--- config.mk ---
export PLATFORM = sky130hd
export DESIGN_NAME = tec_trigger_ctrl
export DESIGN_NICKNAME = d
export VERILOG_FILES = /design/src/inc/tec_pkg.sv /design/src/tec_trigger_ctrl.sv
export SDC_FILE = /design/constraint.sdc
export NUM_CORES = 1
export LEC_CHECK = 0
export ABC_AREA = 1
export BUFFER_PORTS_ARGS = -buffer_cell sky130_fd_sc_hd__buf_2
export CAP_MARGIN = 20
export CORE_MARGIN = 4
export CORE_UTILIZATION = 55
export CTS_CLUSTER_SIZE = 30
export DETAILED_ROUTE_END_ITERATION = 12
export GPL_ROUTABILITY_DRIVEN = 0
export GPL_TIMING_DRIVEN = 0
export PLACE_DENSITY = 0.77
export RECOVER_POWER = 25
export SLEW_MARGIN = 5
export SYNTH_ARGS = -nofsm -noshare
export SYNTH_HDL_FRONTEND = slang
export SYNTH_SLANG_ARGS = --single-unit
--- constraint.sdc ---
create_clock -name clk -period 1.72 [get_ports clk]
set_input_delay 0.258 -clock clk [delete_from_list [all_inputs] [get_ports clk]]
set_output_delay 0.258 -clock clk [all_outputs]
set_load 0.05 [all_outputs]
--- src/inc/tec_pkg.sv ---
package tec_pkg;
  // ===========================================
  // Timing
  localparam int unsigned CLK_NS = 40;
  localparam int unsigned MS_NS = 1000000;
  localparam int unsigned CYC_PER_MS = MS_NS / CLK_NS;
  localparam logic [9:0] EOC_MS_MIN = 10'h001;
  localparam logic [9:0] EOC_MS_MAX = 10'h064;
  localparam logic [13:0] DLY_MS_MAX = 14'h270F;
  // ===========================================
  // Register offsets
  localparam logic [7:0] OFF_CTRL = 8'h00;
  localparam logic [7:0] OFF_EOCW = 8'h04;
  localparam logic [7:0] OFF_DLY = 8'h08;
  localparam logic [7:0] OFF_GPO = 8'h0C;
  localparam logic [7:0] OFF_EDGE = 8'h10;
  localparam logic [7:0] OFF_CMD = 8'h14;
  localparam logic [7:0] OFF_STAT = 8'h18;
  localparam logic [7:0] OFF_RES = 8'h1C;
  // ===========================================
  // Command, status and edge bits
  localparam int unsigned CMD_ARM = 0;
  localparam int unsigned CMD_SWTRIG = 1;
  localparam int unsigned CMD_READ = 2;
  localparam int unsigned CMD_SYSRST = 3;
  localparam int unsigned CMD_LOCAL = 4;
  localparam int unsigned STAT_ERR = 5;
  localparam int unsigned EDGE_TRIGGER_TERMINAL = 0;
  // ===========================================
  // Types and reset values
  typedef struct packed {
    logic autorange;
    logic term_crlf;
    logic delay_en;
    logic eoc_pulse;
    logic src_ext;
    logic cont;
  } tec_ctrl_t;
  localparam tec_ctrl_t CTRL_RST = '{autorange: 1'b0, term_crlf: 1'b0,
    delay_en: 1'b0, eoc_pulse: 1'b0, src_ext: 1'b0, cont: 1'b1};
  localparam logic [9:0] EOCW_RST = 10'h00A;
  localparam logic [13:0] DLY_RST = 14'h0000;
  localparam logic [9:0] GPO_RST = 10'h000;
  typedef enum logic [1:0] {ST_IDLE, ST_WAIT, ST_DELAY, ST_MEAS} tec_state_t;
endpackage : tec_pkg

--- src/tec_trigger_ctrl.sv ---
`timescale 1ns/10ps
module tec_trigger_ctrl import tec_pkg::*; #(
  parameter int unsigned CYC_MS = CYC_PER_MS
) (
  input wire logic clk,
  input wire logic srst,
  input wire logic hsel,
  input wire logic [31:0] haddr,
  input wire logic [1:0] htrans,
  input wire logic hwrite,
  input wire logic [2:0] hsize,
  input wire logic [31:0] hwdata,
  input wire logic hready,
  output logic hreadyout,
  output logic [31:0] hrdata,
  output logic hresp,
  input wire logic [4:0] edge_input_line_n,
  input wire logic trigger_terminal_key,
  input wire logic meas_done,
  input wire logic [31:0] meas_result,
  output logic meas_start,
  output logic meas_autorange,
  output logic eoc,
  output logic [9:0] general_output_line,
  output logic term_crlf
);
  // ===========================================
  // Bus phase tracking
  tec_ctrl_t ctrl;
  tec_state_t state;
  logic [9:0] eoc_ms, eoc_cnt;
  logic [13:0] dly_ms, dly_cnt;
  logic [4:0] edges, sync1, sync2, sync3, fall;
  logic [31:0] result;
  logic exec_err, read_pend, remote, d_valid, d_write, addr_ph, wr_commit, cmd_wr, ms_tick;
  logic [7:0] d_off, a_off;
  logic cmd_arm, cmd_sw, cmd_read, cmd_rst, cmd_local, arm_ok, trigger_terminal_fire, start_now, edge_rd;
  logic [$clog2(CYC_MS)-1:0] tick_cnt;
  assign addr_ph = hsel & htrans[1] & hready;
  assign a_off = haddr[7:0];
  assign wr_commit = d_valid & d_write & hreadyout;
  assign cmd_wr = wr_commit & (d_off == OFF_CMD);
  assign cmd_arm = cmd_wr & hwdata[CMD_ARM];
  assign cmd_sw = cmd_wr & hwdata[CMD_SWTRIG];
  assign cmd_read = cmd_wr & hwdata[CMD_READ];
  assign cmd_rst = cmd_wr & hwdata[CMD_SYSRST];
  assign cmd_local = cmd_wr & hwdata[CMD_LOCAL];
  assign edge_rd = addr_ph & ~hwrite & (a_off == OFF_EDGE);

  always_ff @(posedge clk) begin
    if (srst) begin
      d_valid <= 1'b0;
      d_write <= 1'b0;
      d_off <= 8'h00;
    end else if (hreadyout) begin
      d_valid <= addr_ph & (hsize == 3'h2);
      d_write <= hwrite;
      d_off <= a_off;
    end
  end

  // stall commands
  // A command arriving behind a read query waits here until the measurement ends
  always_ff @(posedge clk) begin
    if (srst) begin
      hreadyout <= 1'b1;
    end else if (hreadyout) begin
      hreadyout <= ~(addr_ph & hwrite & (a_off == OFF_CMD) & (read_pend | (cmd_read & ~ctrl.cont)));
    end else begin
      hreadyout <= ~read_pend;
    end
  end
  always_ff @(posedge clk) begin
    hresp <= 1'b0;
  end
  always_ff @(posedge clk) begin
    if (srst) begin
      hrdata <= 32'h0000_0000;
    end else if (addr_ph & ~hwrite) begin
      unique case (a_off)
        OFF_CTRL: hrdata <= {26'h0, ctrl};
        OFF_EOCW: hrdata <= {22'h0, eoc_ms};
        OFF_DLY: hrdata <= {18'h0, dly_ms};
        OFF_GPO: hrdata <= {22'h0, general_output_line};
        OFF_EDGE: hrdata <= {27'h0, edges};
        OFF_STAT: hrdata <= {25'h0, remote, exec_err, read_pend, eoc, 1'h0, state};
        OFF_RES: hrdata <= result;
        default: hrdata <= 32'h0000_0000;
      endcase
    end
  end
  // ===========================================
  // Settings
  // system reset
  always_ff @(posedge clk) begin
    if (srst) begin
      ctrl <= CTRL_RST;
      eoc_ms <= EOCW_RST;
      dly_ms <= DLY_RST;
      general_output_line <= GPO_RST;
    end else if (cmd_rst) begin
      ctrl <= '{autorange: CTRL_RST.autorange, term_crlf: ctrl.term_crlf, delay_en: CTRL_RST.delay_en,
        eoc_pulse: CTRL_RST.eoc_pulse, src_ext: CTRL_RST.src_ext, cont: CTRL_RST.cont};
      eoc_ms <= EOCW_RST;
      dly_ms <= DLY_RST;
      general_output_line <= GPO_RST;
    end else if (cmd_local) begin
      ctrl.cont <= 1'b1;
    end else if (wr_commit) begin
      unique case (d_off)
        OFF_CTRL: ctrl <= hwdata[5:0];
        OFF_EOCW: eoc_ms <= (hwdata[9:0] < EOC_MS_MIN) ? EOC_MS_MIN :
          (hwdata[9:0] > EOC_MS_MAX) ? EOC_MS_MAX : hwdata[9:0];
        OFF_DLY: dly_ms <= (hwdata[13:0] > DLY_MS_MAX) ? DLY_MS_MAX : hwdata[13:0];
        OFF_GPO: general_output_line <= hwdata[9:0];
        default: ;
      endcase
    end
  end

  always_ff @(posedge clk) begin
    term_crlf <= srst ? CTRL_RST.term_crlf : ctrl.term_crlf;
  end

  // Any host write puts the block in remote; only the local command leaves it
  always_ff @(posedge clk) begin
    if (srst) begin
      remote <= 1'b0;
    end else if (cmd_local) begin
      remote <= 1'b0;
    end else if (wr_commit) begin
      remote <= 1'b1;
    end
  end

  // ===========================================
  // Edge inputs
  always_ff @(posedge clk) begin
    if (srst) begin
      sync1 <= 5'h1F;
      sync2 <= 5'h1F;
      sync3 <= 5'h1F;
    end else begin
      sync1 <= edge_input_line_n;
      sync2 <= sync1;
      sync3 <= sync2;
    end
  end
  assign fall = sync3 & ~sync2;

  // key and command
  // A new edge in the reading cycle survives the clear
  always_ff @(posedge clk) begin
    if (srst) begin
      edges <= 5'h00;
    end else begin
      edges <= (edge_rd ? 5'h00 : edges) | fall | {4'h0, trigger_terminal_key | cmd_sw};
    end
  end
  // ===========================================
  // Trigger sequencer
  assign arm_ok = (cmd_arm | cmd_read) & ~ctrl.cont;
  assign trigger_terminal_fire = ctrl.src_ext ? (fall[EDGE_TRIGGER_TERMINAL] | trigger_terminal_key | (cmd_sw & ~read_pend)) : 1'b1;
  assign start_now = ((state == ST_WAIT) & trigger_terminal_fire & ~(ctrl.delay_en & (dly_ms != 14'h0))) |
    ((state == ST_DELAY) & ms_tick & (dly_cnt == dly_ms));

  always_ff @(posedge clk) begin
    if (srst) begin
      state <= ST_IDLE;
    end else begin
      unique case (state)
        ST_IDLE: if (arm_ok | ctrl.cont) begin
          state <= ST_WAIT;
        end
        ST_WAIT: if (start_now) begin
          state <= ST_MEAS;
        end else if (trigger_terminal_fire) begin
          state <= ST_DELAY;
        end
        ST_DELAY: if (start_now) begin
          state <= ST_MEAS;
        end
        ST_MEAS: if (meas_done) begin
          state <= ctrl.cont ? ST_WAIT : ST_IDLE;
        end
      endcase
    end
  end

  always_ff @(posedge clk) begin
    meas_start <= ~srst & start_now;
  end

  always_ff @(posedge clk) begin
    if (srst) begin
      exec_err <= 1'b0;
    end else if ((cmd_arm | cmd_read) & ctrl.cont) begin
      exec_err <= 1'b1;
    end else if (wr_commit & (d_off == OFF_STAT) & hwdata[STAT_ERR]) begin
      exec_err <= 1'b0;
    end
  end

  always_ff @(posedge clk) begin
    if (srst) begin
      read_pend <= 1'b0;
      meas_autorange <= 1'b0;
    end else begin
      if (cmd_read & ~ctrl.cont) begin
        read_pend <= 1'b1;
      end else if ((state == ST_MEAS) & meas_done) begin
        read_pend <= 1'b0;
      end
      meas_autorange <= ctrl.autorange & read_pend;
    end
  end

  always_ff @(posedge clk) begin
    if (srst) begin
      result <= 32'h0000_0000;
    end else if ((state == ST_MEAS) & meas_done) begin
      result <= meas_result;
    end
  end

  // ===========================================
  // Millisecond timing
  // Free-running tick; counting one extra tick makes every wait at least its figure
  always_ff @(posedge clk) begin
    if (srst) begin
      tick_cnt <= '0;
      ms_tick <= 1'b0;
    end else begin
      ms_tick <= (tick_cnt == ($clog2(CYC_MS))'(CYC_MS - 1));
      tick_cnt <= (tick_cnt == ($clog2(CYC_MS))'(CYC_MS - 1)) ? '0 : tick_cnt + 1'b1;
    end
  end

  always_ff @(posedge clk) begin
    if (srst) begin
      dly_cnt <= 14'h0;
    end else if (state != ST_DELAY) begin
      dly_cnt <= 14'h0;
    end else if (ms_tick) begin
      dly_cnt <= dly_cnt + 14'h1;
    end
  end

  always_ff @(posedge clk) begin
    if (srst) begin
      eoc <= 1'b0;
      eoc_cnt <= 10'h0;
    end else if ((state == ST_MEAS) & meas_done) begin
      eoc <= 1'b1;
      eoc_cnt <= 10'h0;
    end else if (start_now) begin
      eoc <= 1'b0;
    end else if (eoc & ctrl.eoc_pulse & ms_tick) begin
      eoc_cnt <= eoc_cnt + 10'h1;
      // Compare by size so a width lowered mid-pulse still ends it
      if (eoc_cnt >= eoc_ms) begin
        eoc <= 1'b0;
      end
    end
  end
  // ===========================================
  // Checks
  // Age counts pulse-mode time only; a hold-mode level may last any time
  logic [31:0] eoc_age;
  always_ff @(posedge clk) begin
    if (srst | ~eoc | ~ctrl.eoc_pulse | meas_done) begin
      eoc_age <= 32'h0;
    end else begin
      eoc_age <= eoc_age + 32'h1;
    end
  end
  property p_eoc_set;
    @(posedge clk) disable iff (srst) (state == ST_MEAS) && meas_done |=> eoc;
  endproperty
  a_eoc_set: assert property (p_eoc_set) else $error("done not set");
  property p_eoc_hold;
    @(posedge clk) disable iff (srst) eoc && !ctrl.eoc_pulse && !start_now |=> eoc;
  endproperty
  a_eoc_hold: assert property (p_eoc_hold) else $error("hold done dropped");
  property p_eoc_pulse;
    @(posedge clk) disable iff (srst) ctrl.eoc_pulse && eoc |-> eoc_age <= (32'(eoc_ms) + 32'h2) * CYC_MS;
  endproperty
  a_eoc_pulse: assert property (p_eoc_pulse) else $error("pulse too long");
  property p_gpo;
    @(posedge clk) disable iff (srst) wr_commit && d_off == OFF_GPO && !cmd_rst
      |=> general_output_line == $past(hwdata[9:0]);
  endproperty
  a_gpo: assert property (p_gpo) else $error("outputs wrong");
  property p_edge_clr;
    @(posedge clk) disable iff (srst) edge_rd && fall == 5'h0 && !trigger_terminal_key && !cmd_sw |=> edges == 5'h0;
  endproperty
  a_edge_clr: assert property (p_edge_clr) else $error("edges not cleared");
  property p_idle;
    @(posedge clk) disable iff (srst) state == ST_IDLE && !ctrl.cont && !arm_ok |=> state == ST_IDLE;
  endproperty
  a_idle: assert property (p_idle) else $error("idle left");
  property p_after_meas;
    @(posedge clk) disable iff (srst) state == ST_MEAS && meas_done
      |=> state == ($past(ctrl.cont) ? ST_WAIT : ST_IDLE);
  endproperty
  a_after_meas: assert property (p_after_meas) else $error("wrong state after");
  property p_free_run;
    @(posedge clk) disable iff (srst) state == ST_WAIT && !ctrl.src_ext && !ctrl.delay_en |=> meas_start;
  endproperty
  a_free_run: assert property (p_free_run) else $error("no free run");
  property p_arm_err;
    @(posedge clk) disable iff (srst) (cmd_arm || cmd_read) && ctrl.cont |=> exec_err ##1 exec_err;
  endproperty
  a_arm_err: assert property (p_arm_err) else $error("error not flagged");
  property p_local;
    @(posedge clk) disable iff (srst) cmd_local && !cmd_rst |=> ctrl.cont && !remote;
  endproperty
  a_local: assert property (p_local) else $error("local kept single");
  property p_stall;
    @(posedge clk) disable iff (srst) !hreadyout |-> read_pend || $past(read_pend);
  endproperty
  a_stall: assert property (p_stall) else $error("stall without read");
endmodule : tec_trigger_ctrl

## Word level (Yosys, flattened, before mapping)

Cells that the tools add are included.

| storage, ports and cells | value |
|---|---|
| flip-flop bits (word level) | 184 |
| output and inout bits | 48 |

| operators by class | value |
|---|---|
| $add $sub $neg | 3 |
| order comparisons | 4 |
| eq/ne operators | 23 |
| mux-type cells | 22 |
| bitwise gates (word level) | 52 |
| reductions and logical operators | 23 |

Operators with widths:

| cell | number |
|---|---|
| $pmux 32 s7 | 1 |
| $eq 8x5->1 const B | 6 |
| $and 1x1->1 | 32 |
| $eq 8x4->1 const B | 4 |
| $mux 10 | 2 |
| $eq 8x3->1 const B | 2 |
| $logic_not 8->1 | 2 |
| $add 15x1->15 const B | 1 |
| $eq 15x15->1 const B | 1 |
| $add 14x1->14 const B | 1 |
| $eq 14x14->1 | 1 |
| $gt 14x14->1 const B | 1 |
| $mux 14 | 1 |
| $reduce_bool 14->1 | 1 |
| $reduce_and 3->1 | 4 |
| $mux 1 | 11 |
| $add 10x1->10 const B | 1 |
| $ge 10x10->1 | 1 |
| $gt 10x7->1 const B | 1 |
| $lt 10x1->1 const B | 1 |
| $mux 2 | 5 |
| $reduce_or 2->1 | 5 |
| $not 1->1 | 9 |
| $ne 2x2->1 const B | 4 |
| 17 further kinds | 29 |

## Logic depth before layout (Yosys ltp)

| logic depth | value |
|---|---|
| depth after elaboration | 12 |
| mapped depth | 12 |

## Worst setup path before layout

Ideal clock, no wire load.

| path | value |
|---|---|
| path kind | reg-to-reg |
| from | reg hreadyout |
| to | reg general_output_line[0] |
| setup time | 0.128 ns |
| arrival time | 1.632 ns |
| data required time | 1.592 ns |
| setup slack | -0.041 ns |
| stages on the path, launching flop included | 9 |
| path buffers | 1 |
| period minus slack after synthesis | 1.761 ns |
| path through | dfxtp_1 nand3_1 inv_1 nand2_1 nor3_1 inv_1 clkbuf_1 o21ai_0 a21oi_1 |

| on the way | value |
|---|---|
| word-level cells in the longest chain between the ends | 5 |
| elaborated cells on any way between the ends | 7 |
| classes of those cells | bitwise: 5; reduce/logical: 2 |

RTL lines:

| what | RTL line | text |
|---|---|---|
| start, declared | tec_trigger_ctrl.sv:14 | `output logic hreadyout,` |
| start signal, assigned | tec_trigger_ctrl.sv:68 | `hreadyout <= ~(addr_ph & hwrite & (a_off == OFF_CMD) & (read_pend \| (cmd_read & ~ctrl.cont)));` |
| start signal, assigned | tec_trigger_ctrl.sv:70 | `hreadyout <= ~read_pend;` |
| $and 1x1->1 (*) | tec_trigger_ctrl.sv:41 | `assign wr_commit = d_valid & d_write & hreadyout;` |
| $and 1x1->1 | tec_trigger_ctrl.sv:42 | `assign cmd_wr = wr_commit & (d_off == OFF_CMD);` |
| $and 1x1->1 | tec_trigger_ctrl.sv:47 | `assign cmd_local = cmd_wr & hwdata[CMD_LOCAL];` |
| $not 1->1 (no source line) | - |  |
| $reduce_and 3->1 (no source line) | - |  |
| end signal, assigned | tec_trigger_ctrl.sv:115 | `OFF_GPO: general_output_line <= hwdata[9:0];` |
| end, declared | tec_trigger_ctrl.sv:24 | `output logic [9:0] general_output_line,` |

Mark *: on every way between the ends. The rest lies on a longest branch, timed or not.
A chain may end at the register's enable or synchronous reset.

## Final worst setup path

| path | value |
|---|---|
| from | reg d_off[4] |
| to | reg eoc_cnt[9] |

| on the way | value |
|---|---|
| word-level cells in the longest chain between the ends | 11 |

RTL lines:

| what | RTL line | text |
|---|---|---|
| start, declared | tec_trigger_ctrl.sv:36 | `logic [7:0] d_off, a_off;` |
| start signal, assigned | tec_trigger_ctrl.sv:58 | `d_off <= a_off;` |
| $eq 8x5->1 | tec_trigger_ctrl.sv:42 |  |
| $and 1x1->1 | tec_trigger_ctrl.sv:42 |  |
| $and 1x1->1 | tec_trigger_ctrl.sv:44 | `assign cmd_sw = cmd_wr & hwdata[CMD_SWTRIG];` |
| $and 1x1->1 | tec_trigger_ctrl.sv:163 | `assign trigger_terminal_fire = ctrl.src_ext ? (fall[EDGE_TRIGGER_TERMINAL] \| trigger_terminal_key \| (cmd_sw & ...` |
| $or 1x1->1 | tec_trigger_ctrl.sv:163 |  |
| $mux 1 | tec_trigger_ctrl.sv:163 |  |
| $and 1x1->1 (2 in series) | tec_trigger_ctrl.sv:164 | `assign start_now = ((state == ST_WAIT) & trigger_terminal_fire & ~(ctrl.delay_en & (dly_ms != 14'h0))) \|` |
| $or 1x1->1 | tec_trigger_ctrl.sv:164 |  |
| $not 1->1 (no source line) | - |  |
| $reduce_and 2->1 (no source line) | - |  |
| end signal, assigned | tec_trigger_ctrl.sv:259 | `eoc_cnt <= eoc_cnt + 10'h1;` |
| end, declared | tec_trigger_ctrl.sv:31 | `logic [9:0] eoc_ms, eoc_cnt;` |

Every way passes these cells.

==> metrics.csv <==
stage,metric,value,unit
critical_path,Setup crit start,d_off[4]$_SDFFE_PP0P_,
run,Max-Cap Viols,0,
critical_path,CP peak stage delay,0.34,ns
cells_and_area,"commonest cells after routing, fill and taps aside","nand2_1 (171), dfxtp_1 (170), inv_1 (133), nor2_1 (133), buf_2 (114)",
critical_path,Critical Path Source Type,register,
yosys,synthesized instance count,1105,
critical_path,critical path endpoint category,register,
die,core area,14600,um2
critical_path,CP Max Fanout,5,
critical_path,Crit path top cell by count,nand2_2,
cells_and_area,fin cells,1446,
timing,final setup margin,0.0707,ns
placement,Post-DP HPWL,17800,um
cells_and_area,Synth-to-Final Area Change,19.8,%
cells_and_area,Reg area,3700,um2
hold_path,HP Start,edge_input_line_n[3],
power,Power Density,985,nW/um2
global_route,first-pass GRT wire length,36700,um
drt,Vias/cell,5.56,
yosys,top-area cell type share of the netlist area,44.9,%
hold_path,hold crit path type,primary input to register,
placement,Post-Place Cells,1404,
cells_and_area,nets@finish,1380,
placement,Post-Place Worst Slack,-0.505,ns
yosys,Ys Warns,0,
critical_path,"Slowest-stage cell, CP",dfxtp_2,
cells_and_area,fraction of layout cells with a size suffix above 1,19.1,%
yosys,"area leader, netlist",dfxtp_1,
timing,Tcrit/Tclk final,95.9,%
cells_and_area,design area,9840,um2
critical_path,"delay-heaviest family, CP",simple AND/OR/NAND/NOR gates,
die,die span in x,130,um
die,die height,130,um
clock_network,CTS root buffer,clkbuf_16,
timing,worst-margin pin slew,0.674,ns
yosys,syn avg cell area,7.43,um2
cells_and_area,Multi-input gate area,3860,um2
placement,port bufs,115,
cells_and_area,FILL cells,1263,
critical_path,CP Class,register to register,
cells_and_area,"most common cell after layout, fill and taps aside",nand2_1,
die,FP Rows,44,
clock_network,Skew-Pair Late Insertion Delay,0.44,ns
drt,antenna-violating nets left,0,
critical_path,Critical Path AT,1.97,ns
yosys,register area share after synthesis,44.9,%
clock_network,Longest Clk Path Bufs,2,
drt,# DRC,0,
yosys,Mapped Nets,1236,
die,Initial Util,56.3,%
drt,drt first pass iters,6,
power,Final Power,9.69,mW
drt,via count,8035,
drt,DR iter-0 viols,800,
drt,Wirelength per Cell,16.4,um
timing,final setup TNS,0,ns
clock_network,H-tree depth,4,
clock_network,Worst-path clk slew,0.08,ns
critical_path,critical path buffer and inverter count,3,
timing,fin crit period,1.65,ns
global_route,vias in the first global route,7342,
yosys,Mapped Area,8210,um2
clock_network,CTS tree,yes,
power,P_leak,3.99,nW
timing,Max Fclk,606,MHz
status,outcome,"finished, final reports clean",
timing,Slew Limit Fails,0,
global_route,largest net degree at the start of global routing,21,
drt,total length of routed wires,23800,um
timing,clk_skew,0.0140,ns
critical_path,RR Startpoint,d_off[4]$_SDFFE_PP0P_,
power,Worst VDD drop,0.906,mV
cells_and_area,n_diodes,0,
timing,Rel. slew slack,55.1,%
yosys,"flops & latches, synth",184,
yosys,synth unique cells,51,
yosys,Synth async-reset ratio,0,%
yosys,"top cells by area, synth","dfxtp_1 (45%), nand2_1 (8.0%), a21oi_1 (6.6%)",
clock_network,TritonCTS Buffers,17,
timing,final setup vio count,0,
clock_network,CTS sink cnt,184,
critical_path,crit-path cells,"inv_1, nor2_2, nand2_2, nor2_4, nand4_1, nand2_1, nand2_2, nand2_2, inv_4, buf_6, nand3_1, a21oi_1",
die,Die ar.,17000,um2
yosys,number of enable flip-flop cells after synthesis,0,
global_route,initial antenna violation count,0,
timing,final hold vios,0,
critical_path,Worst EP required,2.04,ns
placement,Post-DP Area,9020,um2
yosys,"Top FF cell, synth",dfxtp_1,
global_route,GRT overflow,0,
die,I/O Pins,161,
global_route,GR Util All Layers,27.9,%
## Yosys cell counts, drive strengths merged (10+ instances only)
cell and n:
dfxtp 184, nand2 179, nor2 151, inv 139
a21oi 109, o21ai 101, nand3 46, clkbuf 26
nor3 25, ha 18, o22ai 18, buf 16
xor2 16, nand4 10, or2 10
## repair_timing
action	4_1_cts	5_1_grt
gates cloned	0	1
gates resized for setup	8	53
endpoints found under the setup margin	49	79
hold buffers	4	0
pin swaps	0	7
buffers inserted	0	7
hold endpoints to repair	4	0
## worst reg2reg max path: cells and delay by family (launching register included)
kind            cells  cell delay (ns)
simple gates        8             0.89
flops               1             0.34
buf+inv             3             0.24
compound gates      1             0.06
## layer usage
metal / global-route usage (%) / routed length (um) / up-vias
met3: 6.75 / 2150 / 64
met4: 11.2 / 799 / 0
met1: 35.7 / 9890 / 3669
met2: 45.5 / 11000 / 378
met5: 0 / 0 / -
li1: - / - / 3924
## cells by family (layout without fill, tap and decap cells)
logic type	after synthesis	count (layout)	synth area share, %
simple gates	435	435	23.3
compound gates	266	266	18.1
flops	184	184	44.9
xor+xnor	18	18	1.92
fa+ha+maj	18	18	2.74
other cells	1	1	0.0457
buf+inv	183	340	9.06
## power breakdown
| part | leakage, nW | total [mW] | internal, mW | switching [mW] |
|---|---|---|---|---|
| clock network | 0.305 | 4.07 | 2.12 | 1.95 |
| registers | 1.50 | 4.51 | 4.42 | 0.0832 |
| logic | 2.19 | 1.11 | 0.383 | 0.729 |
## final cells by class
| class | count | area share (%) |
|---|---|---|
| Multi-Input combinational cell | 738 | 39.2 |
| Sequential cell | 184 | 37.6 |
| Timing Repair Buffer | 127 | 6.79 |
| Inverter | 141 | 5.44 |
| Clock buffer | 17 | 4.32 |
| Tap cell | 184 | 2.34 |
| Buffer | 40 | 2.21 |
| Clock inverter | 15 | 2.04 |
## stage by stage
step / utilization (%) / hold WS [ns]
after global placement: 61.8 / 0.393
after global routing: 67.4 / 0.00187
after floorplan: - / 0.362
final: 67.4 / 0.0129
after CTS: 66.5 / 0.00772
after detailed placement: 61.8 / 0.393
## path summary, 6_finish.rpt
| kind | to | slack (ns) | depth (start not counted) |
|---|---|---|---|
| max | eoc_cnt[9]$_SDFFE_PP0P_ | 0.07 | 12 |
| min | sync1[3]$_SDFF_PP1_ | 0.01 | 2 |
| max reg2reg | eoc_cnt[9]$_SDFFE_PP0P_ | 0.07 | 12 |
| min reg2reg | sync2[3]$_SDFF_PP1_ | 0.41 | 1 |
## flip-flops by register name (all words and copies together) (netlist names), 2 cells and up
name,cells
eoc_cnt,10
sync3,5
ctrl,6
state,2
general_output_line,10
edges,5
hrdata,32
d_off,8
result,32
sync2,5
eoc_ms,10
dly_ms,14
sync1,5
tick_cnt,15
dly_cnt,14
Power figures use the tool's default switching activity.
